$ cat src/hdl/cifc_pkg.sv
`default_nettype none
package cifc_pkg;
   localparam int CIFC_LEVEL_W = 3;
   localparam int CIFC_VEC_W = 6;
   localparam logic CIFC_I_RST = 1'h0;
   localparam logic CIFC_U_RST = 1'h0;
   localparam logic [2:0] CIFC_LEVEL_RST = 3'h0;
   localparam logic CIFC_ISTK_RST = 1'h1;
   localparam logic CIFC_ACCEPT_RST = 1'h0;
   localparam logic [2:0] CIFC_RDATA_RST = 3'h0;
   localparam logic CIFC_RSV_RD = 1'h0;
   localparam logic [5:0] CIFC_SWI_U_MAX = 6'h1F;
   localparam int CIFC_FLG_U = 0;
   localparam int CIFC_FLG_I = 1;
   localparam int CIFC_FLG_RSV = 2;
   typedef enum logic [1:0] {
      CIFC_ACK_NONE,
      CIFC_ACK_HW,
      CIFC_ACK_SW
   } cifc_ack_t;
endpackage : cifc_pkg
`default_nettype wire

$ cat src/hdl/cifc_prio_cmp.sv
`default_nettype none
module cifc_prio_cmp (
   input wire logic [cifc_pkg::CIFC_LEVEL_W-1:0] req_level,
   input wire logic [cifc_pkg::CIFC_LEVEL_W-1:0] cur_level,
   output logic above
);
   import cifc_pkg::*;
   // strictly greater: an equal level stays pending
   assign above = (req_level > cur_level);
endmodule : cifc_prio_cmp
`default_nettype wire

$ cat src/hdl/cifc_flags.sv
// Behaviour
// RQ1: maskable interrupts blocked while enable flag is 0, allowed while 1.
// RQ2: any acknowledged interrupt clears the enable flag to 0.
// RQ3: stack select 0 picks interrupt stack pointer, 1 picks user stack pointer.
// RQ4: hardware ack or software interrupt vector 0..31 clears stack select.
// RQ5: processor priority level is a 3-bit field, levels 0 to 7.
// RQ6: request accepted only when its level exceeds processor priority level; non-maskable requests here skip the level test.
// RQ7: reserved flag bit written as 0; reads return undefined (here 0).
// RQ8: reset clears enable flag, stack select and priority level.
`default_nettype none
module cifc_flags (
   input wire logic clk,
   input wire logic reset_n,
   // software flag write (flag-register restore / explicit write)
   input wire logic flag_wr,
   input wire logic [2:0] flag_wdata,
   input wire logic level_wr,
   input wire logic [cifc_pkg::CIFC_LEVEL_W-1:0] level_wdata,
   // prioritised request from the interrupt request logic
   input wire logic req_valid,
   input wire logic req_maskable,
   input wire logic [cifc_pkg::CIFC_LEVEL_W-1:0] req_level,
   // core reports the ack that actually happened
   input wire logic hw_ack,
   input wire logic sw_int,
   input wire logic [cifc_pkg::CIFC_VEC_W-1:0] sw_vector,
   output logic irq_enable_flag,
   output logic stack_select_flag,
   output logic use_user_stack_pointer,
   output logic use_interrupt_stack_pointer,
   output logic [cifc_pkg::CIFC_LEVEL_W-1:0] processor_priority_level,
   output logic [2:0] flag_rdata,
   output logic accept_req
);
   import cifc_pkg::*;

   logic i_reg;
   logic u_reg;
   logic [CIFC_LEVEL_W-1:0] level_reg;
   logic above;
   logic accept_next;
   logic any_ack;
   logic u_clear;
   logic swi_low;
   cifc_ack_t ack_kind;

   // ------------------------------------------------------------
   // acceptance
   // ------------------------------------------------------------
   cifc_prio_cmp u_cmp (
      .req_level(req_level),
      .cur_level(level_reg),
      .above(above)
   );

   // a hardware ack outranks a software one reported in the same cycle
   always_comb begin
      ack_kind = CIFC_ACK_NONE;
      if (hw_ack) begin
         ack_kind = CIFC_ACK_HW;
      end else if (sw_int) begin
         ack_kind = CIFC_ACK_SW;
      end
   end

   assign swi_low = (sw_vector <= CIFC_SWI_U_MAX);

   always_comb begin
      any_ack = 1'h0;
      u_clear = 1'h0;
      case (ack_kind)
         CIFC_ACK_HW: begin
            any_ack = 1'h1;
            u_clear = 1'h1; // see RQ4
         end
         CIFC_ACK_SW: begin
            any_ack = 1'h1;
            // high vectors keep the current stack
            u_clear = swi_low; // see RQ4
         end
         default: begin
            any_ack = 1'h0;
            u_clear = 1'h0;
         end
      endcase
   end

   // non-maskable requests bypass the enable flag and the level test
   always_comb begin
      accept_next = 1'h0;
      if (req_valid) begin
         if (!req_maskable) begin
            accept_next = 1'h1;
         end else begin
            accept_next = i_reg & above; // see RQ1 see RQ6
         end
      end
   end

   always_ff @(posedge clk or negedge reset_n) begin
      if (!reset_n) begin
         accept_req <= CIFC_ACCEPT_RST;
      end else begin
         // an ack in flight already clears the enable flag; do not re-accept
         accept_req <= accept_next & ~any_ack; // see RQ2
      end
   end

   // ------------------------------------------------------------
   // flags
   // ------------------------------------------------------------
   // hardware clear wins over a same-cycle software write
   always_ff @(posedge clk or negedge reset_n) begin
      if (!reset_n) begin
         i_reg <= CIFC_I_RST; // see RQ8
      end else if (any_ack) begin
         i_reg <= 1'h0; // see RQ2
      end else if (flag_wr) begin
         i_reg <= flag_wdata[CIFC_FLG_I];
      end
   end

   always_ff @(posedge clk or negedge reset_n) begin
      if (!reset_n) begin
         u_reg <= CIFC_U_RST; // see RQ8
      end else if (u_clear) begin
         u_reg <= 1'h0; // see RQ4
      end else if (flag_wr) begin
         u_reg <= flag_wdata[CIFC_FLG_U];
      end
   end

   always_ff @(posedge clk or negedge reset_n) begin
      if (!reset_n) begin
         level_reg <= CIFC_LEVEL_RST; // see RQ8
      end else if (level_wr) begin
         level_reg <= level_wdata; // see RQ5
      end
   end

   // ------------------------------------------------------------
   // outputs
   // ------------------------------------------------------------
   always_ff @(posedge clk or negedge reset_n) begin
      if (!reset_n) begin
         irq_enable_flag <= CIFC_I_RST;
      end else begin
         irq_enable_flag <= i_reg;
      end
   end

   // both selects follow one flag, so the core never sees two stacks chosen
   always_ff @(posedge clk or negedge reset_n) begin
      if (!reset_n) begin
         stack_select_flag <= CIFC_U_RST;
         use_user_stack_pointer <= CIFC_U_RST;
         use_interrupt_stack_pointer <= CIFC_ISTK_RST;
      end else begin
         stack_select_flag <= u_reg;
         use_user_stack_pointer <= u_reg; // see RQ3
         use_interrupt_stack_pointer <= ~u_reg; // see RQ3
      end
   end

   always_ff @(posedge clk or negedge reset_n) begin
      if (!reset_n) begin
         processor_priority_level <= CIFC_LEVEL_RST;
      end else begin
         processor_priority_level <= level_reg; // see RQ5
      end
   end

   // reserved bit ignored on write; a fixed zero on read beats leaking stale data
   always_ff @(posedge clk or negedge reset_n) begin
      if (!reset_n) begin
         flag_rdata <= CIFC_RDATA_RST;
      end else begin
         flag_rdata[CIFC_FLG_I] <= i_reg;
         flag_rdata[CIFC_FLG_U] <= u_reg;
         flag_rdata[CIFC_FLG_RSV] <= CIFC_RSV_RD; // see RQ7
      end
   end

   // ------------------------------------------------------------
   // checks
   // ------------------------------------------------------------
   chk_mask_blocks: assert property (@(posedge clk) disable iff (!reset_n) // see RQ1
      (req_valid && req_maskable && !i_reg) |=> !accept_req)
      else $error("maskable request accepted while disabled");
   chk_level_strict: assert property (@(posedge clk) disable iff (!reset_n) // see RQ6
      (req_valid && req_maskable && req_level <= level_reg) |=> !accept_req)
      else $error("request at or below level accepted");
   chk_accept_ok: assert property (@(posedge clk) disable iff (!reset_n) // see RQ6
      (req_valid && req_maskable && i_reg && req_level > level_reg && !hw_ack && !sw_int) |=> accept_req)
      else $error("eligible request not accepted");
   chk_ack_clears_i: assert property (@(posedge clk) disable iff (!reset_n) // see RQ2
      (hw_ack || sw_int) |=> ##1 !irq_enable_flag)
      else $error("enable flag not cleared by ack");
   chk_hw_clears_u: assert property (@(posedge clk) disable iff (!reset_n) // see RQ4
      hw_ack |=> !u_reg)
      else $error("stack select not cleared by hardware ack");
   chk_swi_low_u: assert property (@(posedge clk) disable iff (!reset_n) // see RQ4
      (sw_int && sw_vector <= CIFC_SWI_U_MAX) |=> ##1 !stack_select_flag)
      else $error("low software vector kept stack select");
   chk_swi_high_u: assert property (@(posedge clk) disable iff (!reset_n) // see RQ4
      (sw_int && sw_vector > CIFC_SWI_U_MAX && !hw_ack && !flag_wr) |=> $stable(u_reg))
      else $error("high software vector changed stack select");
   chk_stack_pick: assert property (@(posedge clk) disable iff (!reset_n) // see RQ3
      use_user_stack_pointer == $past(u_reg) && use_interrupt_stack_pointer == !$past(u_reg))
      else $error("stack pointer select mismatch");
   chk_level_write: assert property (@(posedge clk) disable iff (!reset_n) // see RQ5
      level_wr |=> ##1 processor_priority_level == $past(level_wdata, 2))
      else $error("priority level write lost");
   chk_rsv_zero: assert property (@(posedge clk) disable iff (!reset_n) // see RQ7
      flag_rdata[CIFC_FLG_RSV] == CIFC_RSV_RD)
      else $error("reserved bit reads nonzero");
   chk_ack_no_accept: assert property (@(posedge clk) disable iff (!reset_n) // see RQ2
      (hw_ack || sw_int) |=> !accept_req)
      else $error("request accepted in an ack cycle");
   chk_nonmask_pass: assert property (@(posedge clk) disable iff (!reset_n) // see RQ1
      (req_valid && !req_maskable && !hw_ack && !sw_int) |=> accept_req)
      else $error("non-maskable request not accepted");
   chk_level_hold: assert property (@(posedge clk) disable iff (!reset_n) // see RQ5
      !level_wr |=> $stable(level_reg))
      else $error("priority level changed without a write");
   chk_enable_set: assert property (@(posedge clk) disable iff (!reset_n) // see RQ1
      (flag_wr && flag_wdata[CIFC_FLG_I] && !hw_ack && !sw_int) |=> i_reg)
      else $error("enable flag write lost");
   chk_enable_hold: assert property (@(posedge clk) disable iff (!reset_n) // see RQ2
      (!flag_wr && !hw_ack && !sw_int) |=> $stable(i_reg))
      else $error("enable flag changed without write or ack");
   chk_user_set: assert property (@(posedge clk) disable iff (!reset_n) // see RQ3
      (flag_wr && flag_wdata[CIFC_FLG_U] && !u_clear) |=> u_reg)
      else $error("stack select write lost");
endmodule : cifc_flags
`default_nettype wire

$ cat config.mk
export PLATFORM = sky130hd
export DESIGN_NAME = cifc_flags
export DESIGN_NICKNAME = d
export VERILOG_FILES = /design/src/hdl/cifc_pkg.sv /design/src/hdl/cifc_prio_cmp.sv /design/src/hdl/cifc_flags.sv
export SDC_FILE = /design/constraint.sdc
export NUM_CORES = 1
export LEC_CHECK = 0
export ABC_CLOCK_PERIOD_IN_PS = 1500
export BUFFER_PORTS_ARGS = -buffer_cell sky130_fd_sc_hd__buf_2
export CORE_UTILIZATION = 38
export DETAILED_ROUTE_END_ITERATION = 10
export PLACE_DENSITY_LB_ADDON = 0.1
export SLEW_MARGIN = 20
export SYNTH_ARGS = -nofsm -noshare
export SYNTH_HDL_FRONTEND = slang
export SYNTH_SLANG_ARGS = --single-unit
$ cat constraint.sdc
create_clock -name clk -period 1.5 [get_ports clk]
set_input_delay 0.15 -clock clk [delete_from_list [all_inputs] [get_ports clk]]
set_output_delay 0.15 -clock clk [all_outputs]
set_load 0.05 [all_outputs]
---- Yosys cells after proc, flatten, opt, wreduce, memory -nomap -nowiden ----
Cells that the tools add are included.
word-level totals
  input port bits ......................... 23
  bits in registers ....................... 14
cells by class
  bitwise gates (word level) .............. 4
  reduce and logical (&&, ||, !) cells .... 3
  muxes and demuxes ....................... 10
  $lt $le $gt $ge ......................... 2
  equality and inequality tests ........... 2
operator list
  operator                                                                           count
  1-bit 2-to-1 mux                                                                   7
  6-bit by 5-bit less-or-equal comparator with 1-bit output (second input constant)  1
  2-bit 2-to-1 mux                                                                   2
  2-bit nonzero test                                                                 2
  3-bit greater-than comparator                                                      1
  1-bit bitwise AND                                                                  2
  2-bit by 1-bit equality test with 1-bit output (second input constant)             1
  2-bit equality test (second input constant)                                        1
  1-bit NOT                                                                          2
  1-bit case mux with 2 select lines                                                 1
  2-bit OR reduction                                                                 1

---- Longest topological paths before layout ----
Gate-level depths: netlist of run 1.
  word-level depth ........................ 7
  gate-level depth with buffers ........... 5
  mapped depth without buffers ............ 5

---- Hierarchy ----
From an unflattened synthesis of run 1, not the netlist that was laid out.
unflattened totals
  cells, all modules ...................... 39
  area total of the unflattened synthesis .. 504.2 um^2
by module, submodules not included
  module         instances  area each (um^2)  cells an instance
  cifc_flags     1          431.7             29
  cifc_prio_cmp  1          72.6              10

---- Worst setup path before layout of run 1 ----
OpenSTA, ideal clock, no wires.
  path type ............................... register to register
  from .................................... register level_reg[2]
  to ...................................... register accept_req
  stages on the path, launching flop included .. 6
  arrival ................................. 1.057 ns
  slack ................................... 0.323 ns
  library setup time ...................... 0.121 ns
  buffers on the path ..................... 0
  path through ............................ dfrtp_1 inv_1 ha_1 and3b_1 o211ai_2 a21oi_2
between the ends
  longest elaborated chain between the ends .. 5
RTL lines
  what                           RTL line            text
  start, declared                cifc_flags.sv:39    logic [CIFC_LEVEL_W-1:0] level_reg;
  start signal, assigned         cifc_flags.sv:137   level_reg <= level_wdata;
  3-bit greater-than comparator  cifc_prio_cmp.sv:9  assign above = (req_level > cur_level);
  1-bit bitwise AND              cifc_flags.sv:95    accept_next = i_reg & above;
  1-bit 2-to-1 mux               cifc_flags.sv:92    if (!req_maskable) begin
  1-bit 2-to-1 mux               cifc_flags.sv:91    if (req_valid) begin
  1-bit bitwise AND              cifc_flags.sv:105   accept_req <= accept_next & ~any_ack;
  end signal, assigned           cifc_flags.sv:105
  end, declared                  cifc_flags.sv:33    output logic accept_req
No other way between the ends.
A chain may end at the register's enable or synchronous reset.

---- Worst setup path after layout of run 1 ----
Ends and elaborated chain as after synthesis.

==> results.cfg, run 1 <==
[synth]
seq_area_frac_synth = 0.598
synth_cell_types = 18
synth_top_area_cell = dfrtp_1
avgSynthCellArea_um2 = 12.3
synthSimpleGateAreaFrac = 0.0893
netlist_area_um2 = 504
ys_warn_count = 0
synth.mux.area_fraction = 0.0620
synth_area_leaders = dfrtp_1 55%, ha_1 7.4%, buf_4 6.0%, dfstp_2 5.2%, mux2i_1 4.0%
synth_top_area_frac = 0.546
synth-compound-area-share = 0.0794
synth_seq_cells = 12
syn_nets = 67
synth_xor_area_frac = 0
syn_inst = 41
synthAdderAreaFrac = 0.0744
synth_top_family_by_area = buffers and inverters

[sta]
period_needed_ns = 1.25
final.setup.tns_ns = 0
finClkSkew_ns = 0.00578
timing.final.hold_violations = 0
min_period_over_period = 0.837
rsz0062_at_grt = no
setup_viol = 0
fmax_mhz = 797
drv_slew = 0

[clock_network]
cts_setup_buffers = 0
cts_tree = yes
insertion_delay_ns = 0.26
clk_pin_slew_worst_paths_ns = 0.07
cts_buffer_depth = 2
htreeDepth = 1
cts_root_buf = clkbuf_4
clock_sinks = 12
cts_buffers = 3

[die]
rows = 12
io_pins = 34
start_util = 0.431
die_x_um = 38.4
coreArea_um2 = 1170
dieArea_um2 = 1480
die_height_um = 38.4

[detailed_routing]
dr.max_layer_used = met4
drt-vias-per-instance = 4.50
dr_wl_met2_um = 297
drt_iter0_drc = 8
wl_met3_um = 61
first_pass_iters = 4
dr_total_vias = 369
drt-met1-wl_um = 335
drcViolationCount = 0
finalWirelength_um = 699
wl_per_cell_um = 8.52
ant_nets = 0

[setup_path]
crit_type = flip-flop to flip-flop
setup.worst_path.end_class = flip-flop
path_max_fanout = 3
r2r_slack_ns = 0.25
cp-start-kind = flip-flop
cp.arrival_ns = 1.40
required_ns = 1.64

[layout]
antenna_cells = 0
syn_to_final_growth_pct = 30.5
most-common-layout-cells = 26 x buf_2, 11 x dfrtp_1, 4 x inv_1
final_common_cell = buf_2
nNetsFinal = 95
final.fill_count = 106
final_area_um2 = 658
multi_input_area_um2 = 158
regArea_um2 = 302
drive_gt1_frac = 0.500

[placed_design]
port_buffers = 26
gp_congestion = 0.697
place_area_um2 = 622
dp_hpwl_um = 596

[min_path]
min_path_type = input port to flip-flop

[pwr]
leakagePower_nw = 0.367
power.density_nw_per_um2 = 1060
peakVddDrop_v = 0.000544

[status]
outcome = complete, no violations

[grt]
grt_usage = 0.130
antenna_found_initial = 0
grt_pass1_vias = 300
grt_max_degree = 13
grt_overflow = 0
grt_pass1_wl_mm = 1.27

[run]
maxCapViolCount = 0
layer usage:
| metal | up-vias | GRT usage |
|---|---|---|
| li1 | 186 | - |
| met1 | 161 | 0.184 |
| met2 | 20 | 0.174 |
| met3 | 2 | 0.0349 |
| met4 | 0 | 0.0776 |
| met5 | - | 0 |
synth_stat cells:
master,n
nand3_1,1
nor2b_1,1
a21o_2,1
o211ai_2,1
nand2_1,3
conb_1,1
o21ai_0,2
and3b_1,1
ha_1,3
mux2_2,1
dfstp_2,1
nor2_1,1
inv_1,4
buf_4,4
nor3_1,2
mux2i_1,2
a21oi_2,1
dfrtp_1,11
cells by family (layout without fill, tap and decap cells):
| family | after synthesis | after routing |
|---|---|---|
| DFF | 12 | 12 |
| and+or+nand+nor | 9 | 9 |
| buffers and inverters | 8 | 35 |
| AOI/OAI and AO/OA | 5 | 5 |
| adders and majority gates | 3 | 3 |
| muxes | 3 | 3 |
| other | 1 | 1 |
through the flow:
step                total power (W)  std cells  setup slack, ns  utilization  hold WS, ns
finish                     0.000696         82            0.245        0.562       0.0542
global route               0.000737         82            0.160        0.562       0.0570
CTS                        0.000704         82            0.238        0.562       0.0505
detailed placement         0.000508         77            0.258        0.531       0.0393
global placement           0.000506         77            0.266        0.531       0.0344
floorplan                  0.000464         41            0.323            -       -0.146
where the power goes:
group | internal (W) | switching, W | total, W
clock network | 0.000102 | 0.0000916 | 0.000194
logic | 0.0000482 | 0.0000984 | 0.000147
registers | 0.000346 | 0.00000935 | 0.000355
final timing paths:
path,cells after the start,to,from
worst max-delay path,5,accept_req,level_reg[2]
worst min-delay path,2,accept_req,req_maskable
worst max register to register,5,accept_req,level_reg[2]
worst min register to register,0,processor_priority_level[2],level_reg[2]
max in group asynchronous,2,use_interrupt_stack_pointer,reset_n
min in group asynchronous,2,processor_priority_level[2],reset_n
layout make-up:
| class | count | share of cell area |
|---|---|---|
| flip-flops and latches | 12 | 0.458 |
| clock buffers | 4 | 0.0399 |
| well taps | 14 | 0.0266 |
| repair buffers | 27 | 0.213 |
| inverters | 4 | 0.0228 |
| multi-input cells | 21 | 0.240 |
critical path: stages, from the launching register on:
cell and delay (ns):
dfrtp_1 0.35, inv_1 0.06, ha_1 0.30, and3b_1 0.20, o211ai_2 0.17, a21oi_2 0.07
repair_timing:
action | CTS | global route
hold endpoints to repair | 11 | 0
setup endpoints to repair | 0 | 0
gates resized for setup | 0 | 0
hold buffers | 1 | 0
Power figures use the tool's default switching activity.
==> run 2: changes to the inputs <==
ABC_AREA = 1   (was unset)
ABC_CLOCK_PERIOD_IN_PS = 1200   (was 1500)
clock period = 1.2 ns   (was 1.5 ns; I/O delays follow)
==> run 2 against run 1 <==
Net effect:
- clock-buffer cell count unchanged
- non-clock buffer count stayed put
- sequential cell count unchanged
- via count up 5.4%
==> results.cfg, run 2 <==
[run]
maxCapViolCount = 0

[setup_path]
worstReg2RegStart = level_reg[2]
r2r_slack_ns = 0.10
crit_buf_inv = 1
cp.arrival_ns = 1.03
cpPeakStageDelay_ns = 0.52
worstReg2RegEnd = accept_req
r2r_cells = 6
crit_cells = 1
setup.worst_path.end_class = output port
cp-start-kind = flip-flop
path_max_fanout = 1
crit_end = use_interrupt_stack_pointer
crit_type = flip-flop to output port
required_ns = 1.08
crit_family = flip-flops
cp-startpoint = use_interrupt_stack_pointer
crit_chain = buf_2
slowest_stage = dfstp_2

[clock_network]
cts_setup_buffers = 0
clock_sinks = 12
cts_tree = yes
insertion_delay_ns = 0.27
htreeDepth = 1
clk_pin_slew_worst_paths_ns = 0.07
cts_root_buf = clkbuf_4
cts_buffers = 3
cts_buffer_depth = 2

[sta]
setup_viol = 0
timing.final.hold_violations = 0
timing.final.ws_setup_ns = 0.0530
final.setup.tns_ns = 0
rsz0062_at_grt = no
drv_slew = 0
finClkSkew_ns = 0.00485
min_period_over_period = 0.956
period_needed_ns = 1.15
fmax_mhz = 872

[placed_design]
dp_hpwl_um = 629
post-place-ws_ns = 0.0683
gp_congestion = 0.700
port_buffers = 26

[grt]
grt_pass1_vias = 299
grt_max_degree = 13
grt_pass1_wl_mm = 1.30
grt_usage = 0.138
antenna_found_initial = 0
grt_overflow = 0

[layout]
final.fill_count = 114
multi_input_area_um2 = 189
syn_to_final_growth_pct = 40.6
regArea_um2 = 302
antenna_cells = 0
drive_gt1_frac = 0.520
final_common_cell = buf_2
most-common-layout-cells = 26 x buf_2, 11 x dfrtp_1, 7 x inv_1
nNetsFinal = 102

[detailed_routing]
ant_nets = 0
finalWirelength_um = 793
first_pass_iters = 2
drt-vias-per-instance = 4.37
wl_per_cell_um = 8.91
drt_iter0_drc = 5
dr_total_vias = 389
drcViolationCount = 0

[synth]
synthTopCellsByCount = 11 x dfrtp_1, 8 x inv_1, 6 x nand2_1
synth_top_area_frac = 0.542
netlist_area_um2 = 508
seq_area_frac_synth = 0.594
syn_nets = 74
synth_edf_count = 0
synth_cell_types = 15
ys.flop_type = dfrtp_1
synth_area_leaders = dfrtp_1 54%, ha_1 7.4%, buf_4 5.9%, inv_1 5.9%, dfstp_2 5.2%
async_reset_ff_frac = 1.00
yosys.cell_count.top_type = dfrtp_1
syn_inst = 48
ys_warn_count = 0
avgSynthCellArea_um2 = 10.6
synth_top_area_cell = dfrtp_1
synth_seq_cells = 12

[die]
dieArea_um2 = 1490
rows = 12
io_pins = 34
coreArea_um2 = 1170
die_x_um = 38.6
start_util = 0.434
die_height_um = 38.6

[status]
outcome = complete, no violations

[min_path]
min_path_cells = 2
min_path_type = input port to flip-flop

[pwr]
leakagePower_nw = 0.389
power.density_nw_per_um2 = 1360
peakVddDrop_v = 0.000484
-- run 2: metal layers --
metal | part of all wire | track usage | routed length, µm
met4 | 0.021 | 0.103 | 17
met2 | 0.43 | 0.171 | 342
met3 | 0.076 | 0.0523 | 60
met5 | 0 | 0 | 0
met1 | 0.47 | 0.188 | 372
-- run 2: area by class of cell --
class                           instances  area share
Clock buffer                            4      0.0508
Inverter                                8      0.0420
Multi-Input combinational cell         24       0.264
Sequential cell                        12       0.422
Tap cell                               14      0.0245
Timing Repair Buffer                   27       0.196
-- run 2: repair_timing --
action	CTS	global route
hold buffers	1	0
endpoints found under the setup margin	0	1
resized for setup	0	5
endpoints found under the hold margin	12	0
-- run 2: cells by family after synthesis --
family,share of synthesized area
other,0.00738
DFF,0.594
muxes,0.0295
buffers and inverters,0.118
adders and majority gates,0.0739
and+or+nand+nor,0.0911
AOI/OAI and AO/OA,0.0862
-- run 2: worst min path at each step --
stage | from | end | slack, ns
after global placement | reset_n | processor_priority_level[0] | 0.0001
after global routing | req_maskable | accept_req | 0.009
after floorplan | reset_n | accept_req | -0.18
after CTS | req_maskable | accept_req | 0.009
after detailed placement | reset_n | processor_priority_level[2] | 0.002
final | req_maskable | accept_req | 0.02
-- run 2: per-stage QoR --
step	area (µm²)	hold slack, ns	utilization	power (W)	instances
2_1_floorplan	508	-0.176	-	0.000592	48
3_3_place_gp	626	0.000135	0.534	0.000646	84
3_5_place_dp	626	0.00179	0.534	0.000648	84
4_1_cts	672	0.00930	0.574	0.000965	89
5_1_grt	714	0.00923	0.610	0.00103	89
6_report	714	0.0168	0.610	0.000975	89
-- run 2: report_power, final --
part	switching [W]	internal, W	leakage [nW]
Clock	0.000127	0.000184	0.0210
Sequential	0.0000138	0.000433	0.150
Combinational	0.000142	0.0000745	0.217
Total	0.000283	0.000692	0.389
==> run 3: changes to the inputs <==
ABC_CLOCK_PERIOD_IN_PS = 1100   (was 1200)
CORE_AREA = 2 2 39 41   (was unset)
CORE_UTILIZATION = unset   (was 38)
CTS_BUF_LIST = sky130_fd_sc_hd__clkbuf_4   (was unset)
DIE_AREA = 0 0 41 43   (was unset)
clock period = 1.1 ns   (was 1.2 ns; I/O delays follow)
==> run 3 against run 2 <==
Net effect:
- register-to-register slack worse by 0.07 ns
- clock skew is 0.0034 ns lower
- sequential cell count stayed put
- worst hold slack worse by 0.0069 ns
- power is 0.82% higher
- die area is 19% higher
- combinational power is 8% higher
- global-route usage is 3.3 points lower
- utilization is 10 points lower
- critical path depth stayed put
- worst setup slack worse by 0.023 ns
- first-iteration DRC count stayed put
==> results.cfg, run 3 (synthesis gave the netlist of run 2 again) <==
[status]
outcome = complete, no violations

[layout]
nNetsFinal = 103
final_common_cell = buf_2
final_util = 0.505
drive_gt1_frac = 0.500
antenna_cells = 0
most-common-layout-cells = 25 x buf_2, 11 x dfrtp_1, 6 x inv_1, 6 x nand2_1, 4 x a21oi_1
syn_to_final_growth_pct = 37.7
final_area_um2 = 699

[setup_path]
required_ns = 0.99
crit_buf_inv = 1
cpPeakStageDelay_ns = 0.51
path_max_fanout = 1
cp-start-kind = flip-flop
slowest_stage = dfstp_2
setup.worst_path.end_class = output port
crit_chain = buf_4
cp.arrival_ns = 0.96
crit_family = flip-flops
crit_type = flip-flop to output port

[detailed_routing]
drt-met1-wl_um = 364
drt-vias-per-instance = 4.15
drt_iter0_drc = 5
first_pass_iters = 4
wl_per_cell_um = 8.53
wl_met3_um = 49
drcViolationCount = 0
finalWirelength_um = 785
ant_nets = 0
dr_wl_met2_um = 370
dr.max_layer_used = met3
dr_total_vias = 382

[grt]
grt_usage = 0.105
grt_max_degree = 13
grt_pass1_wl_mm = 1.20
grt_pass1_vias = 333
antenna_found_initial = 0
grt_overflow = 0

[sta]
hold_ws_ns = 0.00990
min_period_over_period = 0.973
period_needed_ns = 1.07
timing.final.hold_violations = 0
finClkSkew_ns = 0.00149
setup_viol = 0
drv_slew = 0
fmax_mhz = 935
rsz0062_at_grt = yes

[clock_network]
htreeDepth = 1
cts_buffer_depth = 2
insertion_delay_ns = 0.26
cts_tree = yes
clock_sinks = 12
cts_buffers = 3
cts_root_buf = clkbuf_4
clk_pin_slew_worst_paths_ns = 0.07

[die]
coreArea_um2 = 1380
io_pins = 34
die_x_um = 41
die_height_um = 43
dieArea_um2 = 1760
rows = 14
start_util = 0.367

[run]
maxCapViolCount = 0

[pwr]
peakVddDrop_v = 0.000417
leakagePower_nw = 0.388
power.density_nw_per_um2 = 1410

[placed_design]
port_buffers = 26
place_area_um2 = 636
dp_hpwl_um = 633
gp_congestion = 0.703

[min_path]
min_path_type = input port to flip-flop
[run 3: cell type report]
| type | count | area [µm²] |
|---|---|---|
| timing repair buffer | 28 | 150 |
| multi-input combinational | 24 | 171 |
| clock buffer | 3 | 22.5 |
| sequential | 12 | 302 |
| clock inverter | 1 | 3.75 |
| fill | 141 | 684 |
| tap | 16 | 20.0 |
| inverter | 8 | 30.0 |
[run 3: path summary, 6_finish.rpt]
kind | start | end | slack (ns) | depth (start not counted)
max | use_interrupt_stack_pointer | use_interrupt_stack_pointer | 0.03 | 1
min | req_maskable | accept_req | 0.01 | 2
max reg2reg | level_reg[2] | accept_req | 0.03 | 7
min reg2reg | u_reg | flag_rdata[0] | 0.38 | 0
max in group asynchronous | reset_n | use_interrupt_stack_pointer | 0.60 | 2
min in group asynchronous | reset_n | processor_priority_level[0] | 0.24 | 2
[run 3: metal layers]
layer / vias up / GRT usage
li1: 203 / -
met1: 164 / 0.117
met2: 15 / 0.156
met3: 0 / 0.0157
met4: 0 / 0.100
met5: - / 0
[run 3: report_power, final]
| part | switching (W) | total (W) | internal, W |
|---|---|---|---|
| combinational | 0.000154 | 0.000234 | 0.0000806 |
| sequential | 0.0000129 | 0.000486 | 0.000473 |
| clock | 0.000132 | 0.000263 | 0.000131 |
| total | 0.000298 | 0.000983 | 0.000684 |
[run 3: what timing repair did]
action                                 4_1_cts  5_1_grt
buffers inserted                             0        0
setup endpoints to repair                    2        1
hold buffers                                 1        0
resized for setup                            5        0
endpoints found under the hold margin       12        0
[run 3: per-stage QoR]
stage                     instances  power, W  setup slack (ns)  TNS (ns)
after floorplan                  48  0.000646            0.0568         0
after global placement           87  0.000711           -0.0249   -0.0249
after detailed placement         87  0.000713           -0.0150   -0.0150
after CTS                        92  0.000999            0.0161         0
after global routing             92   0.00104           -0.0197   -0.0197
final                            92  0.000983            0.0302         0
